File: src/sspc_pkg.sv
// constants and types of the standby pin state control block
// assumes the system mode controller encodes its mode as sspc_mode_t
package sspc_pkg;

  localparam int PIN_COUNT = 8;

  // pins 0 and 3 carry an external interrupt, pin 6 is shared with the debug wire
  localparam logic [PIN_COUNT-1:0] EXTINT_PIN_MASK = 8'h09;
  localparam logic [PIN_COUNT-1:0] DEBUG_PIN_MASK = 8'h40;

  localparam logic [PIN_COUNT-1:0] RST_PAD_OUT = 8'h00;
  localparam logic [PIN_COUNT-1:0] RST_PAD_OE = 8'h00;
  localparam logic [PIN_COUNT-1:0] RST_PAD_PU = 8'h00;
  localparam logic [PIN_COUNT-1:0] RST_PAD_IE = 8'hFF;
  localparam logic [PIN_COUNT-1:0] RST_PORT_IN = 8'h00;
  localparam logic [PIN_COUNT-1:0] RST_SYNC = 8'h00;

  typedef enum logic [1:0] {
    SSPC_NORMAL = 2'h0,
    SSPC_SLEEP = 2'h1,
    SSPC_STOP = 2'h3,
    SSPC_WATCH = 2'h2
  } sspc_mode_t;

endpackage

File: src/sspc_sync_if.sv
// synchronised pad levels passed from the input stage to the pin control
// assumes both ends run on the same clock
`timescale 1ns/1ps
interface sspc_sync_if;
  import sspc_pkg::*;
  logic [PIN_COUNT-1:0] lvl;
  modport src (output lvl);
  modport dst (input lvl);
endinterface

File: src/sspc_in_sync.sv
// three-stage synchroniser with agreement filter for the pad inputs
// assumes pad_in is asynchronous to clk
`timescale 1ns/1ps
module sspc_in_sync
  import sspc_pkg::*;
(
  input wire logic clk,
  input wire logic rstn,
  input wire logic [PIN_COUNT-1:0] pad_in,
  sspc_sync_if.src sync
);

  logic [PIN_COUNT-1:0] s1_q;
  logic [PIN_COUNT-1:0] s2_q;
  logic [PIN_COUNT-1:0] s3_q;
  logic [PIN_COUNT-1:0] lvl_q;

  // first stage is read only by the second
  always_ff @(posedge clk or negedge rstn) begin
    if (!rstn) begin
      s1_q <= RST_SYNC;
      s2_q <= RST_SYNC;
      s3_q <= RST_SYNC;
    end else begin
      s1_q <= pad_in;
      s2_q <= s1_q;
      s3_q <= s2_q;
    end
  end

  // a level counts only once stages two and three agree
  always_ff @(posedge clk or negedge rstn) begin
    if (!rstn) begin
      lvl_q <= RST_SYNC;
    end else begin
      lvl_q <= (s2_q & s3_q) | (lvl_q & (s2_q | s3_q));
    end
  end

  assign sync.lvl = lvl_q;

endmodule

File: src/sspc_top.sv
// pin state control across run, sleep, stop, watch and reset
// assumes mode, select and request inputs are synchronous to clk
// Behaviour
// RL1: stop or watch with select low: outputs hold last state, input blocked.
// RL2: stop or watch with select high: outputs float, pull-up kept, input blocked.
// RL3: interrupt pins bypass input blocking while their interrupt request is enabled.
// RL4: during reset pins float, input buffer on, sampled input reaches nothing.
// RL5: debug wire pin floats without pull-up in standby with select high.
// RL6: normal and sleep: pins follow port or peripheral, no standby gating.
`timescale 1ns/1ps
module sspc_top
  import sspc_pkg::*;
(
  input wire logic clk,
  input wire logic rstn,
  input sspc_mode_t mode,
  input wire logic standby_pin_level_select,
  input wire logic [PIN_COUNT-1:0] out_req,
  input wire logic [PIN_COUNT-1:0] oe_req,
  input wire logic [PIN_COUNT-1:0] pu_req,
  input wire logic [PIN_COUNT-1:0] extint_en,
  input wire logic [PIN_COUNT-1:0] pad_in,
  output logic [PIN_COUNT-1:0] pad_out,
  output logic [PIN_COUNT-1:0] pad_oe,
  output logic [PIN_COUNT-1:0] pad_pu,
  output logic [PIN_COUNT-1:0] pad_ie,
  output logic [PIN_COUNT-1:0] port_in,
  output logic [PIN_COUNT-1:0] extint_in
);

  sspc_sync_if sync_bus ();

  sspc_in_sync u_sync (
    .clk(clk),
    .rstn(rstn),
    .pad_in(pad_in),
    .sync(sync_bus.src)
  );

  logic standby;
  logic stby_hold;
  logic stby_float;

  always_comb begin
    unique case (mode)
      SSPC_NORMAL: standby = 1'b0;
      SSPC_SLEEP: standby = 1'b0;
      SSPC_STOP: standby = 1'b1;
      SSPC_WATCH: standby = 1'b1;
    endcase
  end

  assign stby_hold = standby && !standby_pin_level_select;
  assign stby_float = standby && standby_pin_level_select;

  logic [PIN_COUNT-1:0] pad_out_q;
  logic [PIN_COUNT-1:0] pad_oe_q;
  logic [PIN_COUNT-1:0] pad_pu_q;
  logic [PIN_COUNT-1:0] pad_ie_q;
  logic [PIN_COUNT-1:0] port_in_q;
  logic [PIN_COUNT-1:0] extint_in_q;

  logic [PIN_COUNT-1:0] pad_lvl;
  assign pad_lvl = sync_bus.lvl;

  genvar i;
  generate
    for (i = 0; i < PIN_COUNT; i++) begin : g_pin
      // pad data is frozen through both standby flavours and only matters in hold
      always_ff @(posedge clk or negedge rstn) begin
        if (!rstn) begin
          pad_out_q[i] <= RST_PAD_OUT[i];
        end else if (standby) begin
          pad_out_q[i] <= pad_out_q[i]; // see RL1
        end else begin
          pad_out_q[i] <= out_req[i]; // see RL6
        end
      end

      // output enable; reset floats every pin (see RL4)
      always_ff @(posedge clk or negedge rstn) begin
        if (!rstn) begin
          pad_oe_q[i] <= RST_PAD_OE[i];
        end else if (stby_hold) begin
          pad_oe_q[i] <= pad_oe_q[i]; // see RL1
        end else if (stby_float) begin
          pad_oe_q[i] <= 1'b0; // see RL2
        end else begin
          pad_oe_q[i] <= oe_req[i]; // see RL6
        end
      end

      // pull-up: hold freezes it, float keeps the request except on the debug wire pin
      always_ff @(posedge clk or negedge rstn) begin
        if (!rstn) begin
          pad_pu_q[i] <= RST_PAD_PU[i];
        end else if (stby_hold) begin
          pad_pu_q[i] <= pad_pu_q[i]; // see RL1
        end else if (stby_float) begin
          pad_pu_q[i] <= pu_req[i] && !DEBUG_PIN_MASK[i]; // see RL2 RL5
        end else begin
          pad_pu_q[i] <= pu_req[i]; // see RL6
        end
      end

      // input buffer: in standby only enabled interrupt pins stay open
      always_ff @(posedge clk or negedge rstn) begin
        if (!rstn) begin
          pad_ie_q[i] <= RST_PAD_IE[i]; // see RL4
        end else if (standby) begin
          pad_ie_q[i] <= EXTINT_PIN_MASK[i] && extint_en[i]; // see RL3
        end else begin
          pad_ie_q[i] <= 1'b1; // see RL6
        end
      end

      // port input: blocked reads as low rather than the last level, so no stale data leaks
      always_ff @(posedge clk or negedge rstn) begin
        if (!rstn) begin
          port_in_q[i] <= RST_PORT_IN[i]; // see RL4
        end else if (standby) begin
          port_in_q[i] <= 1'b0; // see RL1 RL2
        end else begin
          port_in_q[i] <= pad_lvl[i]; // see RL6
        end
      end

      // interrupt input: gated by the enable only in standby, the edge detector gates it in run
      always_ff @(posedge clk or negedge rstn) begin
        if (!rstn) begin
          extint_in_q[i] <= RST_PORT_IN[i]; // see RL4
        end else if (standby) begin
          extint_in_q[i] <= EXTINT_PIN_MASK[i] && extint_en[i] && pad_lvl[i]; // see RL3
        end else begin
          extint_in_q[i] <= EXTINT_PIN_MASK[i] && pad_lvl[i]; // see RL6
        end
      end
    end
  endgenerate

  assign pad_out = pad_out_q;
  assign pad_oe = pad_oe_q;
  assign pad_pu = pad_pu_q;
  assign pad_ie = pad_ie_q;
  assign port_in = port_in_q;
  assign extint_in = extint_in_q;
endmodule

File: config.mk
export PLATFORM = sky130hd
export DESIGN_NAME = sspc_top
export DESIGN_NICKNAME = d
export VERILOG_FILES = /design/src/sspc_pkg.sv /design/src/sspc_sync_if.sv /design/src/sspc_in_sync.sv /design/src/sspc_top.sv
export SDC_FILE = /design/constraint.sdc
export NUM_CORES = 1
export LEC_CHECK = 0
export BUFFER_PORTS_ARGS = -buffer_cell sky130_fd_sc_hd__buf_4
export CAP_MARGIN = 15
export CORE_MARGIN = 3
export CORE_UTILIZATION = 47
export DETAILED_ROUTE_END_ITERATION = 16
export GPL_ROUTABILITY_DRIVEN = 0
export PLACE_DENSITY = 0.78
export SLEW_MARGIN = 40
export SYNTH_ARGS = -nofsm -noshare
export SYNTH_HDL_FRONTEND = slang
export SYNTH_SLANG_ARGS = --single-unit
File: constraint.sdc
create_clock -name clk -period 1.2 [get_ports clk]
set_clock_uncertainty 0.2 [all_clocks]
set_input_delay 0.3 -clock clk [delete_from_list [all_inputs] [get_ports clk]]
set_output_delay 0.3 -clock clk [all_outputs]
set_load 0.02 [all_outputs]
### After elaboration in Yosys (flattened, before gate mapping)

Cells that the tools add are included.

* equality and inequality tests: 3
* multiplexer cells: 23
* bitwise operators: 4
* reductions and logical operators: 8

Operator list (number)
* $mux W1: 22
* $and A8 B8 Y8: 2
* $or A8 B8 Y8: 2
* $eq A2 B2 Y1 const B: 2
* $logic_and A1 B1 Y1: 4
* $reduce_or A2 Y1: 2
* $eq A2 B1 Y1 const B: 1
* $logic_not A2 Y1: 1
* $pmux W1 S2: 1
* $logic_not A1 Y1: 1

* register bits: 69
* bits of input ports: 45

### Depth between registers and ports, before layout

Gate-level depths: netlist of the first run.

* word-level depth: 5
* mapped depth: 4

### Modules after synthesis

Synthesis of the first run repeated with hierarchy kept, for this count alone.

* cells, all modules: 131
* area, all modules: 2289.7 µm²

By module, submodules not included
* sspc_top: times used 1, cells each 91, area an instance 1398.8 µm², seq. area each 929.6 µm²
* sspc_in_sync: times used 1, cells each 40, area an instance 890.9 µm², seq. area each 800.8 µm²

### Least setup slack after synthesis of the first run

OpenSTA, ideal clock, no wires.

* path kind: input port to flip-flop
* from: input port mode[1]
* to: register pad_out_q[2], in the netlist pad_out[2]
* data arrival time: 0.954 ns
* path slack: -0.079 ns
* stages on the path: 3
* path buffers: 2
* cell sequence: buf_2 buf_6 mux2_2

* cells in the longest elaborated chain, start to end: 3
* elaborated cells on any way between the ends: 7

RTL lines
* from (decl): RTL line sspc_top.sv:16 `input sspc_mode_t mode,`
* $eq A2 B2 Y1, or another cell as far along: RTL line sspc_top.sv:45 `unique case (mode)`
* $reduce_or A2 Y1 (no source line)
* $pmux W1 S2 (*): RTL line sspc_top.sv:45
* to (signal, indexed assignment): RTL line sspc_top.sv:72 `pad_out_q[i] <= RST_PAD_OUT[i];`
* to (signal, indexed assignment): RTL line sspc_top.sv:74 `pad_out_q[i] <= pad_out_q[i];`
* to (signal, indexed assignment): RTL line sspc_top.sv:76 `pad_out_q[i] <= out_req[i];`
* to (decl): RTL line sspc_top.sv:56 `logic [PIN_COUNT-1:0] pad_out_q;`

Mark *: on every way between the ends. The rest lies on a longest branch, timed or not.
A chain may end at the register's enable or synchronous reset.

==> impl_summary.md, run 1 <==
Outcome
The run finished, with violations left. The checks that failed: negative setup slack.

Die
For this configuration, the core starts out at a cell density of 0.5061. From left edge to right edge, the die measures 75.65 µm. The die extent in y is 75.65 µm. For this design the top-level I/O count stands at 93. The die covers 0.005722 mm².

In this run the core area contains 24 standard-cell rows. The core box area is 0.004504 mm².

Clocking
In this run the number of H-tree levels came out at 3. TritonCTS built the clock tree. CTS saw ~70 sinks. The insertion delay of the later-clocked pin in the worst-skew pair is between 0.3 and 0.4 ns. In this run the deepest clock path goes through 2 buffers. The buffer type at the clock tree root is sky130_fd_sc_hd__clkbuf_8. The CTS buffer count is 9.

The register clock-pin slew on the reported worst setup and hold paths is around 0.080 ns.

STA
Of the available clock period, the critical path in the final layout requires 1.310. The final critical-path setup slack is -0.3715 ns. The setup violation total in the final timing report is 45. Timing would allow up to 636.3 MHz. Hold timing on the final database bottoms out at a slack of 0.009891 ns.

The worst path in the final design needs a cycle of 1.572 ns, including I/O delays and setup. The hold violation count in the final report is 0. The max-slew violation count is 0. Setup repair after global routing could not meet its margin everywhere.

Setup path
The flop-to-flop setup slack is -0.02 ns. For this run, the slowest stage of the critical path takes slightly below 0.6 ns. The endpoint required time on the critical path is about 0.7 ns. The worst setup path is captured at a primary output. The worst setup path is launched from a flop.

Broken down by cell family, the worst path's largest delay share belongs to flip-flops. The critical path goes through buf_4. The critical path is of the reg2out type. The most critical setup path has its startpoint at pad_ie[4]. The cell with the largest stage delay on the worst path is sky130_fd_sc_hd__dfstp_2.

Data on the critical path arrives at its endpoint at 1.07 ns. The startpoint identified for the worst register-to-register timing path is pad_pu[3]. Of all nets on the critical path, the largest fanout is 6. The buffering stage count on the worst path with inverters included is 1.

GRT
The overall overflow remaining after global route is 0. The number of antenna violations at the first check in global routing is 0. The first-pass GRT wire length is 8418 µm.

The number of global-route vias before repair came to 1693. Across every metal layer, demand over resource in global routing totals 0.2119. Entering global routing, the biggest net connects 24 pins.

Hold path
In this run the most critical hold path is launched from oe_req[3]. The worst hold path class is in2reg.

Final layout
In the final layout, the share of cells above drive strength 1 is 0.5166. The layout has 232 filler cells. From synthesis to final layout, the design area changed by 62.62%. The total inserted antenna cells is 0. Leaving out fill and tap cells, the most frequent cells in the layout are sky130_fd_sc_hd__buf_4 (67), sky130_fd_sc_hd__dfrtp_1 (66), sky130_fd_sc_hd__buf_6 (37). The final-stage net count is 311. The most frequent standard cell in the layout excluding fill and tap cells is sky130_fd_sc_hd__buf_4.

Run
The number of violations of the max-capacitance limit is 0.

Power
For this design the static power due to leakage is between 1.5 and 2 nW. Power spread over the standard cell area amounts to 1445 mW/mm². Across the VDD grid, the largest voltage drop is 0.0009326 V. The overall power consumption is 5.357 mW.

Route
The final routed DRC violation total is 0. The first detailed-routing pass ran for 4 iterations. The average wire per cell in the routed design is 17.90 µm. The number of nets with antenna violations after routing is 0.

The detail-routed via count per cell is ~4.7. For this block, the initial DRC count from the detailed router was 74. The number of vias after detailed routing is 1533. The wire length after detailed routing is about 5800 µm.

Synth
The distinct cell type count after synthesis is 15. The share of synthesized cell area in full adder, half adder and majority cells is 0.03513. The synthesized design contains 69 register bits. The post-synthesis instance area is 0.002280 mm². The post-synthesis share of cell area spent on and, or, nand and nor gates is 0.03897. By area, the combinational part of the netlist is dominated by multiplexers.

The number of instances in the synthesized netlist is 131. The sequential fraction of the synthesis area is 0.7591. Of the total synthesized cell area, the portion taken by XOR and XNOR cells is 0. The synthesized-area fraction occupied by ao, oa, aoi and oai cells is 0.03458.

The number of warnings reported in the yosys synthesis log is 0. Measured against the total synthesized area, the mux share comes to 0.07574. The average size of a mapped cell is between 15 and 20 µm².

Placement
The count of buffers added on input and output ports is between 70 and 80. The HPWL after detailed placement is around 3300 µm.
## final timing paths
kind | to | depth (start not counted)
max | pad_ie[7] | 1
min | pad_oe[3] | 2
max reg2reg | pad_pu[3] | 3
min reg2reg | u_sync.s2_q[5] | 0
max in group asynchronous | pad_oe[1] | 3
min in group asynchronous | u_sync.sync.lvl[7] | 2
## metrics by stage
| stage | setup TNS (ns) | area, µm² | std cells | utilization | setup WS (ns) |
|---|---|---|---|---|---|
| global route | -9.682 | 3707 | 323 | 0.8231 | -0.4226 |
| global placement | -1.415 | 2943 | 263 | 0.6533 | -0.1205 |
| finish | -7.991 | 3707 | 323 | 0.8231 | -0.3715 |
| floorplan | -0.3999 | 2305 | 136 | - | -0.06708 |
| CTS | -8.470 | 3611 | 316 | 0.8017 | -0.3920 |
| detailed placement | -1.864 | 2943 | 263 | 0.6533 | -0.1495 |
## what timing repair did
action / in CTS / in global routing
gates resized for setup: 36 / 13
buffers inserted: 12 / 5
endpoints found under the hold margin: 93 / 3
setup endpoints to repair: 42 / 53
hold buffers: 25 / 3
## synthesized netlist by cell type (all sizes together)
cell type  count  share of area
inv            1         0.0016
nand2b         2         0.0055
conb           1         0.0016
mux2          15          0.076
dfrtp         66           0.72
buf           15          0.053
maj3           8          0.035
and2           2         0.0055
a22o           9          0.035
dfstp          3          0.035
nor2b          9          0.028
## state kept, by name, summed over array words and instances, names as in the netlist
| signal | cells |
|---|---|
| extint_in | 2 |
| pad_ie | 3 |
| pad_pu | 8 |
| pad_out | 8 |
| port_in | 8 |
| pad_oe | 8 |
| u_sync.sync.lvl | 8 |
| u_sync.s2_q | 8 |
| u_sync.s1_q | 8 |
| u_sync.s3_q | 8 |
## kinds of logic (layout without fill, tap and decap cells)
logic type      Yosys count  after routing
flops                    69             69
buf+inv                  16            151
mux                      15             15
simple gates             13             13
compound gates            9              9
fa+ha+maj                 8              8
other cells               1              6
## report_power, final
| part | leakage, nW | switching (mW) | internal (mW) |
|---|---|---|---|
| sequential | 0.821 | 0.104 | 2.50 |
| combinational | 0.948 | 0.384 | 0.522 |
| clock | 0.0964 | 0.836 | 1.01 |
| total | 1.87 | 1.32 | 4.03 |
## metal layers
metal | global-route usage | part of all wire | vias up
met5 | 0 | 0 | -
met4 | 0.1087 | 0.021 | 0
met3 | 0.06069 | 0.055 | 9
met2 | 0.3701 | 0.57 | 66
met1 | 0.2347 | 0.36 | 768
li1 | - | - | 690
## layout make-up
cell class,count,area [µm²],area share
repair buffers,134,1265,0.3412
well taps,52,65.06,0.01755
inverters,1,3.754,0.001012
multi-input cells,51,450.4,0.1215
flip-flops and latches,69,1730,0.4668
clock inverters,4,47.55,0.01282
clock buffers,12,145.1,0.03915
(Power assumes the default switching activity.)
==> run 2: changes to the inputs <==
--- a/config.mk
+++ b/config.mk
@@ -15,4 +15,5 @@
 export SLEW_MARGIN = 40
 export SYNTH_ARGS = -nofsm -noshare
 export SYNTH_HDL_FRONTEND = slang
+export SYNTH_HIERARCHICAL = 1
 export SYNTH_SLANG_ARGS = --single-unit
==> impl_summary.md, run 2 <==
Clocking
The insertion delay of the later-clocked pin in the worst-skew pair came to 0.33 ns (about the same). The clock net sink count is 69 (unchanged). The deepest clock path buffer count is 2 (unchanged). The register clock-pin slew on the reported worst setup and hold paths is 0.07 ns (about the same).

The CTS buffer count came to 9 (unchanged). The buffer type at the clock tree root is sky130_fd_sc_hd__clkbuf_8. The TritonCTS clock tree is done. The depth of the CTS H-tree is 3 (unchanged).

Power
The worst voltage drop across the vdd grid came to 0.0009678 V (+3.8%). The switching fraction of total power is 0.2364 (-0.01078). The leakage dissipation is 1.797 nW (-3.7%).

The power spent charging and discharging nets is 1.278 mW (-3.5%). The overall power consumption is 5.404 mW (+0.87%). The power per standard cell area is 1468 mW/mm² (+1.6%). The clock share of power is 0.359 (+0.014).

The internal portion of total power came to 4.126 mW (+2.3%). The share of total power in combinational logic is 0.159 (-0.010). The proportion of power drawn by flip-flops and latches is 0.482 (-0.004).

Run
The number of violations of the max-capacitance limit came to 0 (unchanged).

Final layout
In the layout the commonest cells are sky130_fd_sc_hd__dfrtp_1 (66), sky130_fd_sc_hd__buf_4 (58), sky130_fd_sc_hd__buf_6 (38). The multi-input gate area in the final layout was 456.7 µm² (+1.4%). The share of the core filled with cells came to 0.8115 (-0.01152). The library cell used most frequently in the layout, excluding fill and tap cells, is sky130_fd_sc_hd__dfrtp_1.

The final-stage net count is 303 (-2.6%). The total inserted antenna cells came to 0 (unchanged). The number of filler instances in the final layout is 238 (+2.6%). The sequential cell area is 0.001730 mm² (unchanged).

From synthesis to final layout, the design area changed by 60.71%. The share of post-route cells with drive strength above 1 is 0.5361 (+0.01952). The non-filler instance count after layout was 328 (+1.5%).

Synth
The commonest cells after synthesis are sky130_fd_sc_hd__dfrtp_1 (66), sky130_fd_sc_hd__mux2_2 (14), sky130_fd_sc_hd__buf_4 (11), sky130_fd_sc_hd__a22o_1 (9). The number of flip-flops and latches in the synthesized netlist is 69 (unchanged). In the post-synthesis netlist, the biggest area contributors are sky130_fd_sc_hd__dfrtp_1 (72%), sky130_fd_sc_hd__mux2_2 (6.9%), sky130_fd_sc_hd__maj3_2 (3.9%), sky130_fd_sc_hd__buf_4 (3.6%), sky130_fd_sc_hd__dfstp_2 (3.4%). The distinct cell type count after synthesis is 15 (unchanged). The most common flop cell mapped by yosys is sky130_fd_sc_hd__dfrtp_1. sky130_fd_sc_hd__dfrtp_1 takes more of the synthesized area than any other cell.

The sequential fraction of the synthesis area is 0.7557 (-0.003318). The share of the synthesized area in the top cell type is 0.7213 (-0.003167). The count of flip-flops with a built-in enable after synthesis is 0 (unchanged). The number of instances in the synthesized netlist is 131 (unchanged). The share of synthesized registers carrying an async set or reset was 1.000 (unchanged). The post-synthesis instance area is 0.002290 mm² (+0.44%). The number of warnings reported in the yosys synthesis log is 6 (+6).

In the post-synthesis netlist, the cell with the most instances is sky130_fd_sc_hd__dfrtp_1. The average size of a mapped cell was 17.48 µm² (+0.44%).

Route
The final routed DRC violation total is 0 (unchanged). The wire length after detailed routing is 5021 µm (-13%). The number of vias after detailed routing is 1506 (-1.8%). The detail-routed via count per cell was 4.591 (-3.3%).

The first-pass iteration count of the detailed router was 4 (unchanged). The average wire per cell in the routed design is 15.31 µm (-14%). The DRC violation total after the first TritonRoute iteration is 60 (-19%). The number of nets with antenna violations after routing was 0 (unchanged).

Setup path
The data arrival time at the worst-slack endpoint is 1.06 ns (about the same). The endpoint kind of the worst setup timing path is a primary output. The endpoint required time on the critical path is 0.70 ns (about the same). The largest fanout of any net on the critical path is 6 (unchanged). The dominant delay contributor by cell family on the critical path is flip-flops. Traced cell by cell, the critical path runs through buf_4.

The highest cell delay on the worst timing path came to 0.57 ns (-0.02 ns). The largest individual stage delay along the critical path comes from the cell sky130_fd_sc_hd__dfstp_2. STA classifies the critical path startpoint as a flop. The buffering stage count on the worst path with inverters included came to 1 (unchanged).

The start-to-end type of the worst setup path is reg2out.

GRT
The overall overflow remaining after global route is 0 (unchanged). The first-pass GRT wire length is 7527 µm (-11%). The number of global-route vias before repair is 1594 (-5.8%).

The number of antenna violations at the first check in global routing is 0 (unchanged). The pin count of the biggest net entering global routing came to 26 (+8.3%). The combined global-route utilization of all metal layers is 0.1831 (-0.02887).

Placement
The minimum setup slack after placement was -0.1491 ns (+0.0004010 ns). The total of buffers placed on input and output ports came to 79 (unchanged). The number of placed instances with taps included is 273 (+3.8%). The HPWL after detailed placement is 3162 µm (-4.2%).

Die
The horizontal extent of the die was 75.80 µm (+0.20%). The core box area is 0.004534 mm² (+0.67%). The die extent in y is 75.80 µm (+0.20%). The initial core utilization came to 0.5050 (-0.001144). The number of top-level pins came to 93 (unchanged). The number of rows created at floorplan is 24 (unchanged). The area enclosed by the die boundary came to 0.005745 mm² (+0.40%).

STA
Setup repair after global routing could not meet its margin everywhere. The hold violation count in the final report is 0 (unchanged). The max-slew violation count is 0 (unchanged). The final critical-path setup slack is -0.3585 ns (+0.01303 ns). The final critical-path required period is 1.559 ns (-0.01303 ns). The setup violation total in the final timing report is 44 (-2.2%). The maximum operating frequency is 641.6 MHz (+0.84%). The worst hold slack after final layout was 0.00002176 ns (-0.009869 ns). The share of the clock period used by the worst path is 1.299 (-0.01086).

Outcome
The flow ran to the end, but the final reports show violations. The checks that failed: negative setup slack.

Hold path
The tightest min-delay check is of the in2reg type.
-- run 2: final timing paths --
| path | start | endpoint | slack [ns] | depth (start not counted) |
|---|---|---|---|---|
| max | pad_ie[5] | pad_ie[1] | -0.36 | 1 |
| min | oe_req[1] | pad_oe[1] | 0.00002 | 2 |
| max reg2reg | pad_pu[4] | pad_pu[4] | -0.01 | 3 |
| min reg2reg | u_sync/s1_q[4] | u_sync/s2_q[4] | 0.15 | 0 |
| max in group asynchronous | rstn | pad_pu[5] | 0.23 | 3 |
| min in group asynchronous | rstn | u_sync/s3_q[6] | 0.17 | 2 |
-- run 2: per-stage QoR --
| stage | TNS (ns) | instance area, µm² |
|---|---|---|
| 2_1_floorplan | -0.3999 | 2315 |
| 3_3_place_gp | -1.647 | 2947 |
| 5_1_grt | -9.486 | 3680 |
| 6_report | -8.177 | 3680 |
| 4_1_cts | -8.522 | 3628 |
| 3_5_place_dp | -2.166 | 2947 |
-- run 2: power groups by stage --
stage                     clock network, mW  logic, mW  registers (mW)
final                                  1.94      0.859            2.61
after global routing                   2.09      0.918            2.62
after CTS                              1.97      0.836            2.60
after detailed placement                  0      0.674            2.63
after global placement                    0      0.654            2.62
after floorplan                           0      0.211            2.74
-- run 2: final cells by class --
cell class / instances / area share
sequential: 69 / 0.4702
tap: 65 / 0.02210
clock inverter: 3 / 0.01156
multi-input combinational: 51 / 0.1241
clock buffer: 13 / 0.04590
inverter: 1 / 0.001020
timing repair buffer: 126 / 0.3251
-- run 2: kinds of logic after synthesis --
kind of cell / count (synthesis) / share of synthesized area
and+or+nand+nor: 13 / 0.03880
DFF: 69 / 0.7557
muxes: 15 / 0.07541
buffers and inverters: 16 / 0.05464
adders and majority gates: 8 / 0.03935
AOI/OAI and AO/OA: 9 / 0.03443
other: 1 / 0.001638
-- run 2: repair_timing --
| item | 4_1_cts | 5_1_grt |
|---|---|---|
| gates resized for setup | 36 | 8 |
| gates cloned | 0 | 0 |
| setup endpoints to repair | 42 | 49 |
| setup buffers | 6 | 6 |
| pin swaps | 0 | 0 |
| hold buffers | 29 | 0 |
| hold endpoints to repair | 97 | 0 |
-- run 2: layer usage --
metal / GRT usage / share of wire
met5: 0 / 0
met3: 0.04881 / 0.053
met1: 0.2090 / 0.35
met4: 0.08544 / 0.023
met2: 0.3184 / 0.57
==> run 3: changes to the inputs <==
==> constraint.sdc (replaced) <==
create_clock -name clk -period 1.2 [get_ports clk]
set_clock_uncertainty 0.2 [all_clocks]
set_input_delay 0.24 -clock clk [delete_from_list [all_inputs] [get_ports clk]]
set_output_delay 0.24 -clock clk [all_outputs]
set_load 0.02 [all_outputs]
==> impl_summary.md, run 3 (synthesis gave the netlist of run 2 again) <==
Outcome
The run finished, with violations left. The checks that failed: negative setup slack.

Hold path
The worst hold path cell count was 3 (+1). The worst hold path class is in2reg.

Power
The power per standard cell area came to 1416 mW/mm² (-3.6%). The overall power consumption is 5.263 mW (-2.6%). The leakage dissipation is 1.780 nW (-0.92%). The worst voltage drop across the vdd grid is 0.001224 V (+26%).

Route
The DRC violation total after the first TritonRoute iteration is 112 (+87%). The average wire per cell in the routed design came to 16.16 µm (+5.6%). The first-pass iteration count of the detailed router came to 4 (unchanged). The number of nets with antenna violations after routing came to 0 (unchanged). The number of vias after detailed routing was 1531 (+1.7%). The wire length after detailed routing is 5398 µm (+7.5%). The detail-routed via count per cell was 4.584 (-0.17%).

The final routed DRC violation total is 0 (unchanged).

Setup path
The data arrival time at the worst-slack endpoint is 1.04 ns (-0.02 ns). The highest cell delay on the worst timing path is 0.57 ns (about the same). The depth of the most critical reg-to-reg path is 3 (unchanged).

The critical path depth in cells came to 1 (unchanged). The endpoint required time on the critical path is 0.76 ns (+0.06 ns). The startpoint class of the critical path is a flop. The critical path goes through buf_4. The buffering stage count on the worst path with inverters included is 1 (unchanged). The dominant delay contributor by cell family on the critical path is flip-flops. The cell with the largest stage delay on the worst path is sky130_fd_sc_hd__dfstp_2.

The setup path with the least slack is of type reg2out. The largest fanout of any net on the critical path is 6 (unchanged). The endpoint kind of the worst setup timing path is a primary output.

Die
The core box area is 0.004534 mm² (unchanged). The number of rows created at floorplan came to 24 (unchanged). The initial core utilization is 0.5050 (unchanged). The number of top-level pins came to 93 (unchanged).

The die extent in y is 75.80 µm (unchanged). The horizontal extent of the die was 75.80 µm (unchanged). The area enclosed by the die boundary is 0.005745 mm² (unchanged).

Clocking
The deepest clock path buffer count is 2 (unchanged). The insertion delay of the later-clocked pin in the worst-skew pair is 0.32 ns (about the same). The CTS buffer count is 9 (unchanged).

The register clock-pin slew on the reported worst setup and hold paths came to 0.07 ns (about the same). The buffer type at the clock tree root is sky130_fd_sc_hd__clkbuf_8. The depth of the CTS H-tree is 3 (unchanged). TritonCTS built the clock tree. The clock net sink count was 69 (unchanged).

STA
The share of the clock period used by the worst path came to 1.233 (-0.06614). Setup repair after global routing could not meet its margin everywhere. The final critical-path setup slack was -0.2792 ns (+0.07936 ns).

The maximum operating frequency came to 676.1 MHz (+5.4%). The setup violation total in the final timing report is 42 (-4.5%). The setup TNS after final layout is -4.965 ns (+3.213 ns). The final critical-path required period is 1.479 ns (-0.07936 ns). The max-slew violation count is 0 (unchanged). The hold violation count in the final report is 0 (unchanged).

GRT
The pin count of the biggest net entering global routing was 27 (+3.8%). The overall overflow remaining after global route is 0 (unchanged). The combined global-route utilization of all metal layers was 0.1951 (+0.01201).

The number of global-route vias before repair is 1612 (+1.1%). The number of antenna violations at the first check in global routing was 0 (unchanged). The first-pass GRT wire length is 7914 µm (+5.1%).

Placement
The minimum setup slack after placement is -0.09042 ns (+0.05868 ns). The number of placed instances with taps included is 272 (-0.37%). The placement-stage cell area is 0.002939 mm² (-0.25%). The total of buffers placed on input and output ports is 79 (unchanged). The HPWL after detailed placement is 3044 µm (-3.7%).

Run
The number of violations of the max-capacitance limit came to 0 (unchanged).

Final layout
The cell area after layout came to 0.003717 mm² (+1.0%). The non-filler instance count after layout is 334 (+1.8%). The total inserted antenna cells is 0 (unchanged).

The final-stage net count was 311 (+2.6%). The layout overhead on the synthesized area is 62.35%. The share of post-route cells with drive strength above 1 is 0.5242 (-0.01196). Leaving out fill and tap cells, the most frequent cell in the layout is sky130_fd_sc_hd__dfrtp_1. Leaving out fill and tap cells, the most frequent cells in the layout are sky130_fd_sc_hd__dfrtp_1 (66), sky130_fd_sc_hd__buf_4 (61), sky130_fd_sc_hd__buf_6 (36).
-- run 3: changes by cell type in the layout (fill, tap and decap cells not counted), sizes merged --
cell and change:
buf +1, clkbuf -1, clkinvlp -1, dlygate4sd3 +12, dlymetal6s4s -5
-- run 3: cell type report --
class / instances / area (µm²)
sequential: 69 / 1730
timing repair buffer: 134 / 1254
fill: 225 / 817.0
multi-input combinational: 51 / 467.9
clock buffer: 12 / 145.1
tap: 65 / 81.33
clock inverter: 2 / 35.03
inverter: 1 / 3.754
-- run 3: final timing paths --
check | startpoint | endpoint | slack [ns]
min in group asynchronous | rstn | port_in[6] | 0.18
worst max register to register | pad_oe[5] | pad_oe[5] | 0.03
max in group asynchronous | rstn | pad_out[2] | 0.18
worst min register to register | u_sync/s1_q[6] | u_sync/s2_q[6] | 0.15
worst max-delay path | pad_ie[5] | pad_ie[4] | -0.28
worst min-delay path | mode[1] | pad_ie[3] | 0.05
-- run 3: worst reg2reg max path, cell delays in order, from the launching register on --
cell and delay, ns:
sky130_fd_sc_hd__dfrtp_1 0.40, sky130_fd_sc_hd__buf_4 0.14, sky130_fd_sc_hd__buf_4 0.12, sky130_fd_sc_hd__a22o_1 0.19
-- run 3: power by group --
group / leakage, nW / switching, mW / internal [mW]
sequential: 0.821 / 0.107 / 2.50
clock: 0.0923 / 0.774 / 0.993
combinational: 0.867 / 0.374 / 0.515
-- run 3: what timing repair did --
| action | in CTS | in global routing |
|---|---|---|
| setup endpoints to repair | 42 | 44 |
| endpoints found under the hold margin | 103 | 0 |
| pin swaps | 0 | 0 |
| gates resized for setup | 36 | 2 |
| buffers inserted | 5 | 8 |
| hold buffers | 35 | 0 |
-- run 3: routing by layer --
layer | up-vias | routed length, µm | track usage
met5 | - | 0 | 0
met4 | 0 | 159 | 0.09515
met3 | 15 | 259 | 0.05277
met2 | 60 | 3045 | 0.3403
met1 | 763 | 1933 | 0.2193
li1 | 693 | - | -
-- run 3: per-stage QoR --
| step | hold slack (ns) | utilization |
|---|---|---|
| detailed placement | -0.02596 | 0.6482 |
| finish | 0.05128 | 0.8198 |
| floorplan | -0.2556 | - |
| global route | 0.04485 | 0.8198 |
| global placement | -0.04087 | 0.6482 |
| CTS | 0.03908 | 0.8033 |
